### config.mk
export PLATFORM = sky130hd
export DESIGN_NAME = gph_dev_flat
export DESIGN_NICKNAME = d
export VERILOG_FILES = /design/src/rtl/gph_pkg.sv /design/src/rtl/gph_port_if.sv /design/src/rtl/gph_dev.sv /design/src/flat_wrapper.sv
export VERILOG_INCLUDE_DIRS = /design/src /design/src/rtl
export SDC_FILE = /design/constraint.sdc
export NUM_CORES = 1
export LEC_CHECK = 0
export BUFFER_PORTS_ARGS = -buffer_cell sky130_fd_sc_hd__buf_2
export CAP_MARGIN = 10
export CORE_MARGIN = 1.5
export CORE_UTILIZATION = 25
export DETAILED_ROUTE_END_ITERATION = 12
export GPL_ROUTABILITY_DRIVEN = 0
export PLACE_DENSITY = 0.39
export SYNTH_ARGS = -nofsm -noshare
export SYNTH_HDL_FRONTEND = slang
export SYNTH_SLANG_ARGS = --single-unit
### constraint.sdc
create_clock -name sys_clk -period 2.9 [get_ports sys_clk]
set_input_delay 0.58 -clock sys_clk [delete_from_list [all_inputs] [get_ports sys_clk]]
set_output_delay 0.58 -clock sys_clk [all_outputs]
set_load 0.01 [all_outputs]
### src/rtl/gph_defines.svh
// register offsets, field positions, command values and reset values of the host port
`ifndef GPH_DEFINES_SVH
`define GPH_DEFINES_SVH
// port register selects, write side
`define GPH_W_DATA_OUT    3'h0
`define GPH_W_INT_EN1     3'h1
`define GPH_W_INT_EN2     3'h2
`define GPH_W_ADDR_MODE   3'h4
`define GPH_W_AUX_MODE    3'h5
`define GPH_W_ADDRESS     3'h6
`define GPH_W_EOS         3'h7
// port register selects, read side
`define GPH_R_DATA_IN     3'h0
`define GPH_R_INT_ST1     3'h1
`define GPH_R_INT_ST2     3'h2
`define GPH_R_ADDR_ST     3'h4
`define GPH_R_ADDRESS     3'h6
`define GPH_R_EOS         3'h7
// field positions
`define GPH_ST1_BI        0
`define GPH_ST1_BO        1
`define GPH_ST1_END       4
`define GPH_ST2_ADDRESS_CHANGE_FLAG      0
`define GPH_IE2_DMA_IN_ENABLE      4
`define GPH_IE2_DMA_OUT_ENABLE      5
`define GPH_AST_LA        2
`define GPH_AST_TA        1
`define GPH_AST_TON       6
`define GPH_AST_LON       7
`define GPH_AUXA_EOS      2
// command values
`define GPH_AUX_PON       8'h00
`define GPH_AUX_RESET     8'h02
`define GPH_AUX_EOI_EOS   8'h84
`define GPH_AUX_CLK_NIB   4'h2
`define GPH_AUX_A_TOP     3'h4
`define GPH_MODE_ONE      8'h01
`define GPH_MODE_TON      8'h80
`define GPH_MODE_LON      8'h40
`define GPH_IE_NONE       8'h00
`define GPH_CMD_LISTEN    3'h1
`define GPH_CMD_TALK      3'h2
`define GPH_CMD_UNL       8'h3F
`define GPH_CMD_UNT       8'h5F
`define GPH_CLK_RESET     4'h8
// controller register word offsets on the avalon side
`define GPH_AV_CTRL       3'h0
`define GPH_AV_PORT       3'h1
`define GPH_AV_TX         3'h2
`define GPH_AV_RX         3'h3
`define GPH_AV_CFG        3'h4
`define GPH_INIT_STEPS    4'h9
`endif

### src/rtl/gph_pkg.sv
// types shared by both ends of the host port
package gph_pkg;
  typedef enum logic [1:0] {
    GPH_PS_IDLE   = 2'b00,
    GPH_PS_STROBE = 2'b01,
    GPH_PS_TAKE   = 2'b10
  } gph_port_state_t;
  typedef enum logic [1:0] {
    GPH_SRC_SW   = 2'b00,
    GPH_SRC_INIT = 2'b01,
    GPH_SRC_DMA  = 2'b10
  } gph_src_t;
endpackage

### src/rtl/gph_port_if.sv
// the parallel microprocessor-side port joining controller and talker/listener
interface gph_port_if;
  logic       cs_n;
  logic       rd_n;
  logic       wr_n;
  logic       register_select_lo;
  logic       register_select_mid;
  logic       register_select_hi;
  logic       dma_acknowledge_n;
  logic       dma_request;
  logic [7:0] wdata;
  logic [7:0] rdata;
  logic       irq;
  modport dev (input cs_n, rd_n, wr_n, register_select_lo, register_select_mid, register_select_hi,
               dma_acknowledge_n, wdata, output dma_request, rdata, irq);
  modport host (output cs_n, rd_n, wr_n, register_select_lo, register_select_mid, register_select_hi,
                dma_acknowledge_n, wdata, input dma_request, rdata, irq);
endinterface

### src/rtl/gph_dev.sv
// talker/listener end: register port, dma request logic and a byte-level bus model
// Function
// request when out or in flag enabled
// status read clears bits, not request flops
// acknowledge forces select lines to zero
// acknowledged strobe drops the request
// input: flag, request, read, then ready
// output: flag, request, write, then valid
// host re-reads status, redirects dma
// init on reset or aux 02H
// zero enables disable interrupts and dma
// address mode 01H, 80H, 40H
// aux 2x loads clock in MHz
// aux 84H sends end with eos byte
// aux 00H releases init, idle till attention
// matching listen or talk address addresses us
// host writes zero top three address bits
// address change sets change flag
// status shows talker and listener roles
// end flag on end-or-identify or eos match
// talk-only raises out flag at release
// end-or-identify only as block end
// init clears status, keeps enables
// without acknowledge decode select lines
module gph_dev
  import gph_pkg::*;
(
  // clock and reset
  input  wire logic       sys_clk,
  input  wire logic       rst_n,
  // processor port
  gph_port_if.dev         port,
  // bus acceptor side
  input  wire logic       bus_valid,
  input  wire logic [7:0] bus_byte,
  input  wire logic       bus_eoi,
  input  wire logic       bus_atn,
  output logic            bus_rfd,
  // bus source side
  output logic            src_valid,
  output logic [7:0]      src_byte,
  output logic            src_eoi,
  input  wire logic       src_ack
);
`include "gph_defines.svh"

  logic       eff_cs_n;
  logic [2:0] eff_rs;
  logic       rd_acc;
  logic       wr_acc;
  logic       init_q;
  logic [7:0] ie1_q;
  logic [7:0] ie2_q;
  logic [7:0] mode_q;
  logic [4:0] aux_a_q;
  logic [3:0] clk_mhz_q;
  logic [4:0] my_addr_q;
  logic [7:0] eos_q;
  logic [7:0] din_q;
  logic [7:0] dout_q;
  logic       bi_ff_q;
  logic       bo_ff_q;
  logic       st_bi_q;
  logic       st_bo_q;
  logic       st_end_q;
  logic       st_address_change_flag_q;
  logic       ta_q;
  logic       la_q;
  logic       ta_d;
  logic       la_d;
  logic       pend_q;
  logic [3:0] settle_q;
  logic [7:0] rdata_q;
  logic       take_cmd;
  logic       take_data;
  logic       talker;
  logic       listener;
  logic       eos_hit;

  // acknowledge overrides whatever the processor puts on the select lines
  assign eff_cs_n = port.dma_acknowledge_n ? port.cs_n : 1'b0;
  assign eff_rs   = port.dma_acknowledge_n ?
                    {port.register_select_hi, port.register_select_mid, port.register_select_lo} : 3'h0;
  assign rd_acc   = !eff_cs_n && !port.rd_n;
  assign wr_acc   = !eff_cs_n && !port.wr_n;

  function automatic logic wr_to(input logic [2:0] sel);
    wr_to = wr_acc && (eff_rs == sel);
  endfunction
  function automatic logic rd_of(input logic [2:0] sel);
    rd_of = rd_acc && (eff_rs == sel);
  endfunction

  // modes
  assign talker   = !init_q && (ta_q || mode_q == `GPH_MODE_TON);
  assign listener = !init_q && (la_q || mode_q == `GPH_MODE_LON);
  // attention bytes are commands; eoi with attention belongs to the controller chip
  assign take_cmd  = bus_valid && bus_atn && !init_q;
  assign take_data = bus_valid && !bus_atn && listener && bus_rfd;
  assign eos_hit   = aux_a_q[`GPH_AUXA_EOS] && (bus_byte == eos_q);
  assign bus_rfd   = !bi_ff_q && !init_q;

  // init state: entered on reset pin or aux 02H, left on aux 00H
  always_ff @(posedge sys_clk or negedge rst_n) begin
    if (!rst_n) begin
      init_q <= 1'b1;
    end else if (wr_to(`GPH_W_AUX_MODE) && port.wdata == `GPH_AUX_RESET) begin
      init_q <= 1'b1;
    end else if (wr_to(`GPH_W_AUX_MODE) && port.wdata == `GPH_AUX_PON) begin
      init_q <= 1'b0;
    end
  end

  // enables survive the reset command; only the pin clears them
  always_ff @(posedge sys_clk or negedge rst_n) begin
    if (!rst_n) begin
      ie1_q <= 8'h00;
      ie2_q <= 8'h00;
    end else begin
      if (wr_to(`GPH_W_INT_EN1)) begin
        ie1_q <= port.wdata;
      end
      if (wr_to(`GPH_W_INT_EN2)) begin
        ie2_q <= port.wdata;
      end
    end
  end

  // configuration registers
  always_ff @(posedge sys_clk or negedge rst_n) begin
    if (!rst_n) begin
      mode_q    <= 8'h00;
      aux_a_q   <= 5'h00;
      clk_mhz_q <= `GPH_CLK_RESET;
      my_addr_q <= 5'h00;
      eos_q     <= 8'h00;
    end else begin
      if (wr_to(`GPH_W_ADDR_MODE)) begin
        mode_q <= port.wdata;
      end
      if (wr_to(`GPH_W_AUX_MODE)) begin
        if (port.wdata == `GPH_AUX_RESET) begin
          aux_a_q   <= 5'h00;
          clk_mhz_q <= `GPH_CLK_RESET;
        end else if (port.wdata[7:4] == `GPH_AUX_CLK_NIB) begin
          clk_mhz_q <= port.wdata[3:0];
        end else if (port.wdata[7:5] == `GPH_AUX_A_TOP) begin
          aux_a_q <= port.wdata[4:0];
        end
      end
      if (wr_to(`GPH_W_ADDRESS)) begin
        my_addr_q <= port.wdata[4:0];
      end
      if (wr_to(`GPH_W_EOS)) begin
        eos_q <= port.wdata;
      end
    end
  end

  // addressing from attention commands
  always_comb begin
    ta_d = ta_q;
    la_d = la_q;
    if (init_q) begin
      ta_d = 1'b0;
      la_d = 1'b0;
    end else if (take_cmd) begin
      if (bus_byte[7:5] == `GPH_CMD_LISTEN && bus_byte[4:0] == my_addr_q) begin
        la_d = 1'b1;
      end else if (bus_byte == `GPH_CMD_UNL) begin
        la_d = 1'b0;
      end
      if (bus_byte[7:5] == `GPH_CMD_TALK) begin
        ta_d = (bus_byte[4:0] == my_addr_q);
      end else if (bus_byte == `GPH_CMD_UNT) begin
        ta_d = 1'b0;
      end
    end
  end

  always_ff @(posedge sys_clk or negedge rst_n) begin
    if (!rst_n) begin
      ta_q <= 1'b0;
      la_q <= 1'b0;
    end else begin
      ta_q <= ta_d;
      la_q <= la_d;
    end
  end

  // request flops: cleared by the data transfer itself, by init and, for the out flag, when not talker; not by status reads
  always_ff @(posedge sys_clk or negedge rst_n) begin
    if (!rst_n) begin
      bi_ff_q <= 1'b0;
      bo_ff_q <= 1'b0;
      din_q   <= 8'h00;
    end else begin
      if (init_q || (rd_of(`GPH_R_DATA_IN) && !take_data)) begin
        bi_ff_q <= 1'b0;
      end else if (take_data) begin
        bi_ff_q <= 1'b1;
        din_q   <= bus_byte;
      end
      if (!talker || wr_to(`GPH_W_DATA_OUT)) begin
        bo_ff_q <= 1'b0;
      end else if (!pend_q && !src_valid) begin
        bo_ff_q <= 1'b1;
      end
    end
  end

  // source side: settle for clk_mhz cycles after the write, then present the byte
  always_ff @(posedge sys_clk or negedge rst_n) begin
    if (!rst_n) begin
      pend_q    <= 1'b0;
      settle_q  <= 4'h0;
      dout_q    <= 8'h00;
      src_valid <= 1'b0;
      src_byte  <= 8'h00;
      src_eoi   <= 1'b0;
    end else if (init_q) begin
      pend_q    <= 1'b0;
      src_valid <= 1'b0;
    end else if (wr_to(`GPH_W_DATA_OUT) && bo_ff_q) begin
      pend_q   <= 1'b1;
      settle_q <= clk_mhz_q;
      dout_q   <= port.wdata;
    end else if (pend_q) begin
      if (settle_q == 4'h0) begin
        pend_q    <= 1'b0;
        src_valid <= 1'b1;
        src_byte  <= dout_q;
        src_eoi   <= aux_a_q[`GPH_AUXA_EOS] && (dout_q == eos_q);
      end else begin
        settle_q <= settle_q - 4'h1;
      end
    end else if (src_valid && src_ack) begin
      src_valid <= 1'b0;
      src_eoi   <= 1'b0;
    end
  end

  // sticky status: a new event wins over the read that clears it
  always_ff @(posedge sys_clk or negedge rst_n) begin
    if (!rst_n) begin
      st_bi_q   <= 1'b0;
      st_bo_q   <= 1'b0;
      st_end_q  <= 1'b0;
      st_address_change_flag_q <= 1'b0;
    end else if (init_q) begin
      st_bi_q   <= 1'b0;
      st_bo_q   <= 1'b0;
      st_end_q  <= 1'b0;
      st_address_change_flag_q <= 1'b0;
    end else begin
      if (take_data) begin
        st_bi_q  <= 1'b1;
        st_end_q <= bus_eoi || eos_hit;
      end else if (rd_of(`GPH_R_INT_ST1)) begin
        st_bi_q  <= 1'b0;
        st_end_q <= 1'b0;
      end
      if (talker && !bo_ff_q && !pend_q && !src_valid && !wr_to(`GPH_W_DATA_OUT)) begin
        st_bo_q <= 1'b1;
      end else if (rd_of(`GPH_R_INT_ST1)) begin
        st_bo_q <= 1'b0;
      end
      if ((ta_d != ta_q) || (la_d != la_q)) begin
        st_address_change_flag_q <= 1'b1;
      end else if (rd_of(`GPH_R_INT_ST2)) begin
        st_address_change_flag_q <= 1'b0;
      end
    end
  end

  // read data latched at the strobe; host takes it one cycle later
  always_ff @(posedge sys_clk or negedge rst_n) begin
    if (!rst_n) begin
      rdata_q <= 8'h00;
    end else if (rd_acc) begin
      unique case (eff_rs)
        `GPH_R_DATA_IN: rdata_q <= din_q;
        `GPH_R_INT_ST1: rdata_q <= {3'h0, st_end_q, 2'h0, st_bo_q, st_bi_q};
        `GPH_R_INT_ST2: rdata_q <= {7'h00, st_address_change_flag_q};
        `GPH_R_ADDR_ST: rdata_q <= {mode_q == `GPH_MODE_LON, mode_q == `GPH_MODE_TON, 3'h0,
                                    la_q, ta_q, 1'b0};
        `GPH_R_ADDRESS: rdata_q <= {3'h0, my_addr_q};
        `GPH_R_EOS:     rdata_q <= eos_q;
        default:        rdata_q <= 8'h00;
      endcase
    end
  end

  assign port.rdata = rdata_q;
  // combinational so the acknowledged strobe removes the request at once
  assign port.dma_request = ((bo_ff_q && ie2_q[`GPH_IE2_DMA_OUT_ENABLE]) || (bi_ff_q && ie2_q[`GPH_IE2_DMA_IN_ENABLE]))
                            && !(!port.dma_acknowledge_n && (!port.rd_n || !port.wr_n));
  assign port.irq = |({st_end_q, st_bo_q, st_bi_q} & {ie1_q[`GPH_ST1_END], ie1_q[`GPH_ST1_BO], ie1_q[`GPH_ST1_BI]})
                    || (st_address_change_flag_q && ie2_q[`GPH_ST2_ADDRESS_CHANGE_FLAG]);
endmodule

### src/flat_wrapper.sv
// flat-port wrapper written by rule: the top's interface ports become plain ports
module gph_dev_flat import gph_pkg::*;
  (sys_clk, rst_n, bus_valid, bus_byte, bus_eoi, bus_atn, bus_rfd, src_valid, src_byte, src_eoi, src_ack, port_cs_n, port_rd_n, port_wr_n, port_register_select_lo, port_register_select_mid, port_register_select_hi, port_dma_acknowledge_n, port_wdata, port_dma_request, port_rdata, port_irq);
  gph_port_if port_i ();
  input  wire logic sys_clk;
  input  wire logic rst_n;
  input  wire logic bus_valid;
  input  wire logic [7:0] bus_byte;
  input  wire logic bus_eoi;
  input  wire logic bus_atn;
  output logic bus_rfd;
  output logic src_valid;
  output logic [7:0] src_byte;
  output logic src_eoi;
  input  wire logic src_ack;
  input wire logic [$bits(port_i.cs_n)-1:0] port_cs_n;
  input wire logic [$bits(port_i.rd_n)-1:0] port_rd_n;
  input wire logic [$bits(port_i.wr_n)-1:0] port_wr_n;
  input wire logic [$bits(port_i.register_select_lo)-1:0] port_register_select_lo;
  input wire logic [$bits(port_i.register_select_mid)-1:0] port_register_select_mid;
  input wire logic [$bits(port_i.register_select_hi)-1:0] port_register_select_hi;
  input wire logic [$bits(port_i.dma_acknowledge_n)-1:0] port_dma_acknowledge_n;
  input wire logic [$bits(port_i.wdata)-1:0] port_wdata;
  output wire logic [$bits(port_i.dma_request)-1:0] port_dma_request;
  output wire logic [$bits(port_i.rdata)-1:0] port_rdata;
  output wire logic [$bits(port_i.irq)-1:0] port_irq;
  assign port_i.cs_n = port_cs_n;
  assign port_i.rd_n = port_rd_n;
  assign port_i.wr_n = port_wr_n;
  assign port_i.register_select_lo = port_register_select_lo;
  assign port_i.register_select_mid = port_register_select_mid;
  assign port_i.register_select_hi = port_register_select_hi;
  assign port_i.dma_acknowledge_n = port_dma_acknowledge_n;
  assign port_i.wdata = port_wdata;
  assign port_dma_request = port_i.dma_request;
  assign port_rdata = port_i.rdata;
  assign port_irq = port_i.irq;
  gph_dev u_core (.sys_clk(sys_clk), .rst_n(rst_n), .port(port_i), .bus_valid(bus_valid), .bus_byte(bus_byte), .bus_eoi(bus_eoi), .bus_atn(bus_atn), .bus_rfd(bus_rfd), .src_valid(src_valid), .src_byte(src_byte), .src_eoi(src_eoi), .src_ack(src_ack));
endmodule
==> results.cfg, run 1 <==
[logic_synthesis]
yosys-top-cells-count = dfrtp_1, nand2_1, mux2_2, nor2_1, o21ai_0
yosysSeqAreaShare_pct = 49.4
yosys-top-cells-area = dfrtp_1, mux2_2, nand2_1
synth_top_flop_cell = dfrtp_1
synth-seq-cells = 80
syn_avg_cell_area_um2 = 11.4
netlist_instances = 357
syn_area_um2 = 4050
yosysTopAreaCell = dfrtp_1
synthArstFlopShare_pct = 100
synth.most_common_cell = dfrtp_1
synth_edf_count = 0
syn-num-nets = 388
yosysTopAreaCellShare_pct = 48.1
ys_types = 58
yosys_warnings = 0

[hold_path]
min_path_type = in -> async

[worst_setup_path]
crit_family = simple AND/OR/NAND/NOR gates
critical_path_class = reg -> reg
crit_required_ps = 3120
start_kind = register
path_buf_inv = 0
crit_path_top_delay_cell = and4bb_2
rrSetupSlack_ps = 840
crit_path_end_kind = register
cp.arrival_ps = 2290
worstPathCellList = nor4_2 > a31oi_1 > and4bb_2 > mux2_2
critPathMaxStageDelay_ps = 570
cp_max_fo = 11

[die]
die_w_um = 130
fp.dieArea_um2 = 17000
die_h_um = 130
io_pins = 50
row_count = 46
core_um2 = 15900
initial_utilization_pct = 25.5

[global_route]
grt_start_max_net_pins = 31
overflow = 0
grt_usage_pct = 15.2
grt_pass1_wl_mm = 18.7
grt_pass1_vias = 3122
antenna_found_initial = 0

[clock_tree]
ctsHoldBuffers = 0
insertion_delay_ps = 340
post_cts_resized = 0
cts_setup_buffers = 0
clk_transition_reported_paths_ps = 60
cts_root_buf = clkbuf_16
cts_tree = yes
clkSinkCount = 80
cts_buffers = 9
cts.path.max_buffers = 2
cts-htree-levels = 3

[timing]
period_needed_ps = 2060
drv_slew = 0
rsz0062_at_grt = false
worstMarginPinSlew_ps = 705
relSlewSlack_pct = 52.5
hold_viol = 0
fin_crit_sh_pct = 71.1
tns_ps = 0
fmax_mhz = 485
setup_viol = 0
finalClockSkew_ps = 6.59

[placed_design]
portBuffers = 49
dp_hpwl_mm = 8.84

[pwr]
totalPowerFinal_w = 0.00276
power.leakage_nw = 2.21
netSwitchingFraction_pct = 26.1
ir_drop_v = 0.000314
power_density_nw_per_um2 = 569
p_comb_share_pct = 11.5
power.internal_w = 0.00203
power.switching_w = 0.000720
pwr-share-seq_pct = 46.9
power_frac_clock_pct = 41.7

[detailed_routing]
drt-vias-per-instance = 4.79
drt-wirelength-per-cell_um = 19.2
totalWireLength_mm = 12.1
drt-initial-drc-count = 165
num_vias = 3015
dr.pass1.iters = 4
ant_nets = 0
drc = 0

[cells_and_area]
utilization_pct = 30.5
drive_above_1_share_pct = 32.1
diodes = 0
syn2layout_area_growth_pct = 19.5
nNetsFinal = 440

[flow_run]
drv_cap = 0

[run_status]
outcome = completed
## cell families (layout without fill, tap and decap cells)
family,after synthesis,after routing,synth area share (%)
AO/OA/AOI/OAI,63,63,11.7
XOR/XNOR,22,22,4.75
adder cells (fa/ha/maj),2,2,0.617
buffers and inverters,19,76,2.13
flip-flops,80,80,49.4
multiplexers,54,54,15.6
AND/OR/NAND/NOR,117,117,15.7
## power groups by stage
stage	registers, W	logic, W	clock network [W]
global route	0.00130	0.000348	0.00124
global placement	0.00131	0.000313	0
detailed placement	0.00131	0.000318	0
CTS	0.00129	0.000320	0.00119
finish	0.00129	0.000316	0.00115
floorplan	0.00127	0.000198	0
## placed cells by master (no fill, tap or decap), types with 2 or more instances in the layout
master,instances
dfrtp_1,78
buf_2,48
nand2_1,44
mux2_2,42
nor2_1,15
o21ai_0,13
xor2_1,12
xnor2_1,10
a21oi_1,9
clkbuf_16,9
nor2b_1,8
mux2_4,8
a22oi_1,7
inv_1,6
a32oi_1,6
nand3_1,6
buf_4,6
nor3_1,5
nor3b_1,5
nand2b_1,5
mux2i_1,4
nand4_1,4
nand3b_1,3
and2_1,3
and4_1,3
nor4b_1,3
a32o_1,3
a21o_1,3
a22o_1,3
nor4_1,3
a31o_2,3
and4bb_2,2
a31oi_1,2
a41oi_1,2
ha_1,2
clkinv_2,2
dfstp_2,2
## layer usage
| metal | global-route usage, % | vias up | part of all wire, % |
|---|---|---|---|
| met5 | 0 | - | 0 |
| met4 | 3.49 | 0 | 0.93 |
| met3 | 4.02 | 7 | 3.4 |
| met2 | 24.3 | 58 | 47 |
| met1 | 20.6 | 1543 | 49 |
| li1 | - | 1407 | - |
## registers in the layout (all words and copies together) (netlist names), 3 cells and up
| register | flops |
|---|---|
| u_core.ie2_q | 3 |
| u_core.mode_q | 8 |
| u_core.eos_q | 8 |
| u_core.dout_q | 8 |
| u_core.din_q | 8 |
| u_core.my_addr_q | 5 |
| u_core.clk_mhz_q | 4 |
| u_core.src_byte | 8 |
| u_core.port.rdata | 8 |
| u_core.settle_q | 4 |
| u_core.ie1_q | 3 |
## worst register-to-register path: cells and delay by family, from the launching register on
family	cells	cell delay [ps]
muxes	1	390
DFF	1	390
AOI/OAI and AO/OA	1	140
and+or+nand+nor	2	1030
## path summary, 6_finish.rpt
check                                      from  cells past startpoint                    to
max reg2reg                    u_core.mode_q[1]                      4       u_core.din_q[4]
min                                       rst_n                      1    u_core.settle_q[3]
min reg2reg                u_core.port.rdata[6]                      2  u_core.port.rdata[6]
max                            u_core.mode_q[1]                      4       u_core.din_q[4]
min in group sys_clk       u_core.port.rdata[6]                      2  u_core.port.rdata[6]
max in group asynchronous                 rst_n                      2   u_core.clk_mhz_q[3]
## through the flow
| stage | worst slack (ps) | area [um^2] | cells | hold slack [ps] |
|---|---|---|---|---|
| final | 837 | 4840 | 630 | 183 |
| after global routing | 747 | 4840 | 630 | 192 |
| after global placement | 654 | 4550 | 614 | 460 |
| after detailed placement | 572 | 4550 | 614 | 469 |
| after floorplan | 963 | 4050 | 357 | 284 |
| after CTS | 824 | 4840 | 630 | 189 |
## final cells by class
class	instances	area (um^2)
flip-flops and latches	80	2000
clock buffers	11	243
well taps	216	270
clock inverters	5	56.3
multi-input cells	258	1960
repair buffers	54	285
inverters	6	22.5
fillers	1712	11000
Note: power is estimated with default switching activity, not from simulation.
==> inputs of run 2 (changes only) <==
- PLACE_DENSITY: 0.39 -> 0.4
- clock period: 2.9 -> 1.7 ns (I/O delays scaled with it)
==> results.cfg, run 2 (synthesis gave the netlist of run 1 again) <==
[placed_design]
dp_hpwl_mm = 9.43
placedCellCount = 664
portBuffers = 49

[hold_path]
worstHoldEndpoint = u_core.dout_q[6]
min_from = port_wdata[6]
min_path_type = in -> reg
holdPathStages = 3

[timing]
finalClockSkew_ps = 7.81
drv_slew = 0
hold_viol = 0
fin_crit_sh_pct = 102
fmax_mhz = 577
rsz0062_at_grt = true
worstMarginPinSlew_ps = 523
setup_slack_ps = -32.9
period_needed_ps = 1730
setup_viol = 8
relSlewSlack_pct = 65.2

[clock_tree]
cts_tree = yes
clkSinkCount = 80
clk_transition_reported_paths_ps = 60
cts_setup_buffers = 0
cts_root_buf = clkbuf_16
cts.path.max_buffers = 2
cts-htree-levels = 3
cts_buffers = 9
insertion_delay_ps = 350

[cells_and_area]
final_common_cell = dfrtp_1
drive_above_1_share_pct = 41.2
n_fill_cell = 1647
final_cell_mix = dfrtp_1, buf_4, buf_2, nand2_1, mux2_2
diodes = 0
syn2layout_area_growth_pct = 32.4
nNetsFinal = 492
finalNonFillerCells = 682

[die]
initial_utilization_pct = 25.5
io_pins = 50
fp.dieArea_um2 = 17000
row_count = 46
die_h_um = 130
core_um2 = 15900
die_w_um = 130

[worst_setup_path]
start_kind = register
worst-r2r-cell-count = 4
cp_max_fo = 9
rrSetupSlack_ps = -30
critical_path_class = reg -> reg
crit_required_ps = 1930
setup.worst_path.start = u_core.mode_q[2]
r2r-start = u_core.mode_q[2]
cp.arrival_ps = 1960
r2r_end = u_core.din_q[3]
crit_path_end_kind = register

[pwr]
ir_drop_v = 0.000587
power.leakage_nw = 2.49
power_density_nw_per_um2 = 899
totalPowerFinal_w = 0.00483

[global_route]
antenna_found_initial = 0
overflow = 0
grt_pass1_vias = 3324
grt_pass1_wl_mm = 19.2
grt_usage_pct = 15.4
grt_start_max_net_pins = 34

[detailed_routing]
drt-wirelength-per-cell_um = 18.2
totalWireLength_mm = 12.4
drt-vias-per-instance = 4.65
drt-initial-drc-count = 185
drc = 0
ant_nets = 0
dr.pass1.iters = 5
num_vias = 3169

[run_status]
violations = negative setup slack
outcome = finished, violations left

[flow_run]
drv_cap = 0
run 2: stage by stage:
step | hold slack [ps] | cell area [um^2] | setup WS [ps] | utilization, % | TNS [ps]
global placement | 345 | 4990 | -111 | 31.4 | -1540
finish | 282 | 5370 | -32.9 | 33.8 | -195
global route | 301 | 5370 | -138 | 33.8 | -1080
detailed placement | 349 | 4990 | -112 | 31.4 | -1710
floorplan | 44.4 | 4070 | 0.607 | - | 0
CTS | 274 | 5320 | -37.1 | 33.5 | -235
run 2: cell type report:
type	count	area, um^2	share of cell area (%)
multi-input cells	259	2030	37.8
flip-flops and latches	80	2000	37.4
repair buffers	105	737	13.7
well taps	216	270	5.04
clock buffers	10	239	4.45
clock inverters	6	66.3	1.24
inverters	6	22.5	0.420
run 2: how the worst max path moves through the flow:
stage | to | slack, ps | cells past startpoint
2_1_floorplan | u_core.din_q[0] | 0.6 | 5
3_3_place_gp | u_core.din_q[3] | -110 | 4
5_1_grt | u_core.din_q[3] | -140 | 4
4_1_cts | u_core.din_q[3] | -40 | 4
6_report | u_core.din_q[3] | -30 | 4
3_5_place_dp | u_core.din_q[3] | -110 | 4
run 2: worst max-delay path, cell delays in order (launching register included):
cell and delay [ps]:
dfrtp_1 400, nor4_4 310, a31oi_1 110, and4bb_4 430
mux2_2 360
run 2: per-layer routing:
| metal | part of all wire, % | global-route usage, % |
|---|---|---|
| met1 | 49 | 21.9 |
| met2 | 45 | 23.5 |
| met3 | 4.7 | 3.12 |
| met4 | 1.2 | 4.85 |
| met5 | 0 | 0 |
run 2: what timing repair did:
action                     in CTS  in global routing
resized for setup               3                  9
hold buffers                    1                  0
hold endpoints to repair       28                  0
setup endpoints to repair      19                 19
gates cloned                    0                  1
pin swaps                       0                  1
run 2: where the power goes:
group / internal [W] / leakage, nW / total, W / switching, W
registers: 0.00204 / 1.07 / 0.00220 / 0.000156
clock network: 0.00118 / 0.141 / 0.00200 / 0.000820
logic: 0.000323 / 1.28 / 0.000627 / 0.000304
==> inputs of run 3 (changes only) <==
- GPL_ROUTABILITY_DRIVEN: 0 -> default
- PLACE_DENSITY: 0.4 -> 0.39
- clock period: 1.7 -> 1.86 ns (I/O delays scaled with it)
==> results.cfg, run 3 (synthesis gave the netlist of run 1 again) <==
[run_status]
outcome = finished, violations left
violations = negative hold slack

[global_route]
grt_pass1_vias = 3176
grt_usage_pct = 15.2
grt_pass1_wl_mm = 18.7
antenna_found_initial = 0
overflow = 0
grt_start_max_net_pins = 33

[worst_setup_path]
critical_path_class = reg -> reg
crit_path_end_kind = register
cp.arrival_ps = 1990
worstPathCellList = nor4_4 > a31oi_1 > and4bb_4 > mux2_2
crit_family = simple AND/OR/NAND/NOR gates
path_buf_inv = 0
crit_required_ps = 2080
rrSetupSlack_ps = 90
crit_path_top_delay_cell = and4bb_4
start_kind = register
cp_max_fo = 9
critPathMaxStageDelay_ps = 450

[timing]
setup_viol = 0
timing.hold.ws_ps = -5.35
rsz0062_at_grt = false
fin_crit_sh_pct = 95.2
hold_viol = 4
period_needed_ps = 1770
drv_slew = 0
worstMarginPinSlew_ps = 617
fmax_mhz = 565
tns_ps = 0
relSlewSlack_pct = 58.4
finalClockSkew_ps = 7.85

[detailed_routing]
totalWireLength_mm = 11.9
ant_nets = 0
drt-initial-drc-count = 180
drt-wirelength-per-cell_um = 18.0
dr.pass1.iters = 4
drc = 0
num_vias = 3096
drt-vias-per-instance = 4.66

[cells_and_area]
final_cell_mix = dfrtp_1, buf_2, nand2_1, mux2_2, buf_4
drive_above_1_share_pct = 38.2
n_fill_cell = 1665
nNetsFinal = 476
diodes = 0
syn2layout_area_growth_pct = 28.1
final_common_cell = dfrtp_1
finalNonFillerCells = 664
utilization_pct = 32.7

[clock_tree]
cts.path.max_buffers = 2
cts_tree = yes
clkSinkCount = 80
cts-htree-levels = 3
insertion_delay_ps = 340
clk_transition_reported_paths_ps = 60
cts_root_buf = clkbuf_16
cts_buffers = 9
ctsHoldBuffers = 0

[placed_design]
placedCellCount = 650
portBuffers = 49
place_congestion = 0.758
dp_hpwl_mm = 9.13

[pwr]
power.internal_w = 0.00318
power_frac_clock_pct = 40.6
ir_drop_v = 0.000412
power.leakage_nw = 2.40
power_density_nw_per_um2 = 832
p_comb_share_pct = 12.8
pwr-share-seq_pct = 46.6
netSwitchingFraction_pct = 26.5
power.switching_w = 0.00115

[hold_path]
min_path_type = in -> async

[die]
io_pins = 50
die_w_um = 130
fp.dieArea_um2 = 17000
core_um2 = 15900
die_h_um = 130
initial_utilization_pct = 25.5
row_count = 46

[flow_run]
drv_cap = 0
[run 3: power groups by stage]
stage	logic [W]	clock network, W	registers [W]
after CTS	0.000555	0.00182	0.00201
final	0.000551	0.00176	0.00201
after global routing	0.000606	0.00189	0.00203
after global placement	0.000550	0	0.00204
after detailed placement	0.000552	0	0.00204
after floorplan	0.000309	0	0.00198
[run 3: worst paths after layout]
kind / end / startpoint / cells after the start
min in group sys_clk: u_core.dout_q[6] / port_wdata[6] / 3
worst max-delay path: u_core.din_q[2] / u_core.mode_q[1] / 4
worst min register to register: u_core.port.rdata[3] / u_core.port.rdata[3] / 2
max in group asynchronous: u_core.st_address_change_flag_q / rst_n / 2
worst min-delay path: u_core.settle_q[1] / rst_n / 1
worst max register to register: u_core.din_q[2] / u_core.mode_q[1] / 4
[run 3: area by class of cell]
cell class              count  area [um^2]  share of cell area [%]
repair buffers             90          618                    11.9
inverters                   6         22.5                   0.434
well taps                 216          270                    5.20
flip-flops and latches     80         2000                    38.6
multi-input cells         258         2000                    38.4
clock buffers               9          225                    4.34
clock inverters             5         58.8                    1.13
[run 3: metal layers]
metal	vias up	routed length (um)	part of all wire (%)	GRT usage (%)
met2	70	5540	46	23.7
met5	-	0	0	0
met4	0	214	1.8	5.49
met3	16	499	4.2	3.61
met1	1523	5680	48	20.5
li1	1487	-	-	-
[run 3: metrics by stage]
step	hold slack, ps	cell area (um^2)	worst slack [ps]	power, W
6_report	-5.35	5190	90.0	0.00432
5_1_grt	15.9	5190	1.01	0.00452
4_1_cts	4.72	5180	22.3	0.00438
3_3_place_gp	379	4880	-126	0.00259
2_1_floorplan	76.4	4050	98.7	0.00229
3_5_place_dp	381	4880	-98.3	0.00259
[run 3: timing repair]
item                                    in CTS  in global routing
endpoints found under the setup margin       9                 10
pin swaps                                    0                  1
setup buffers                                0                  0
resized for setup                            3                  3
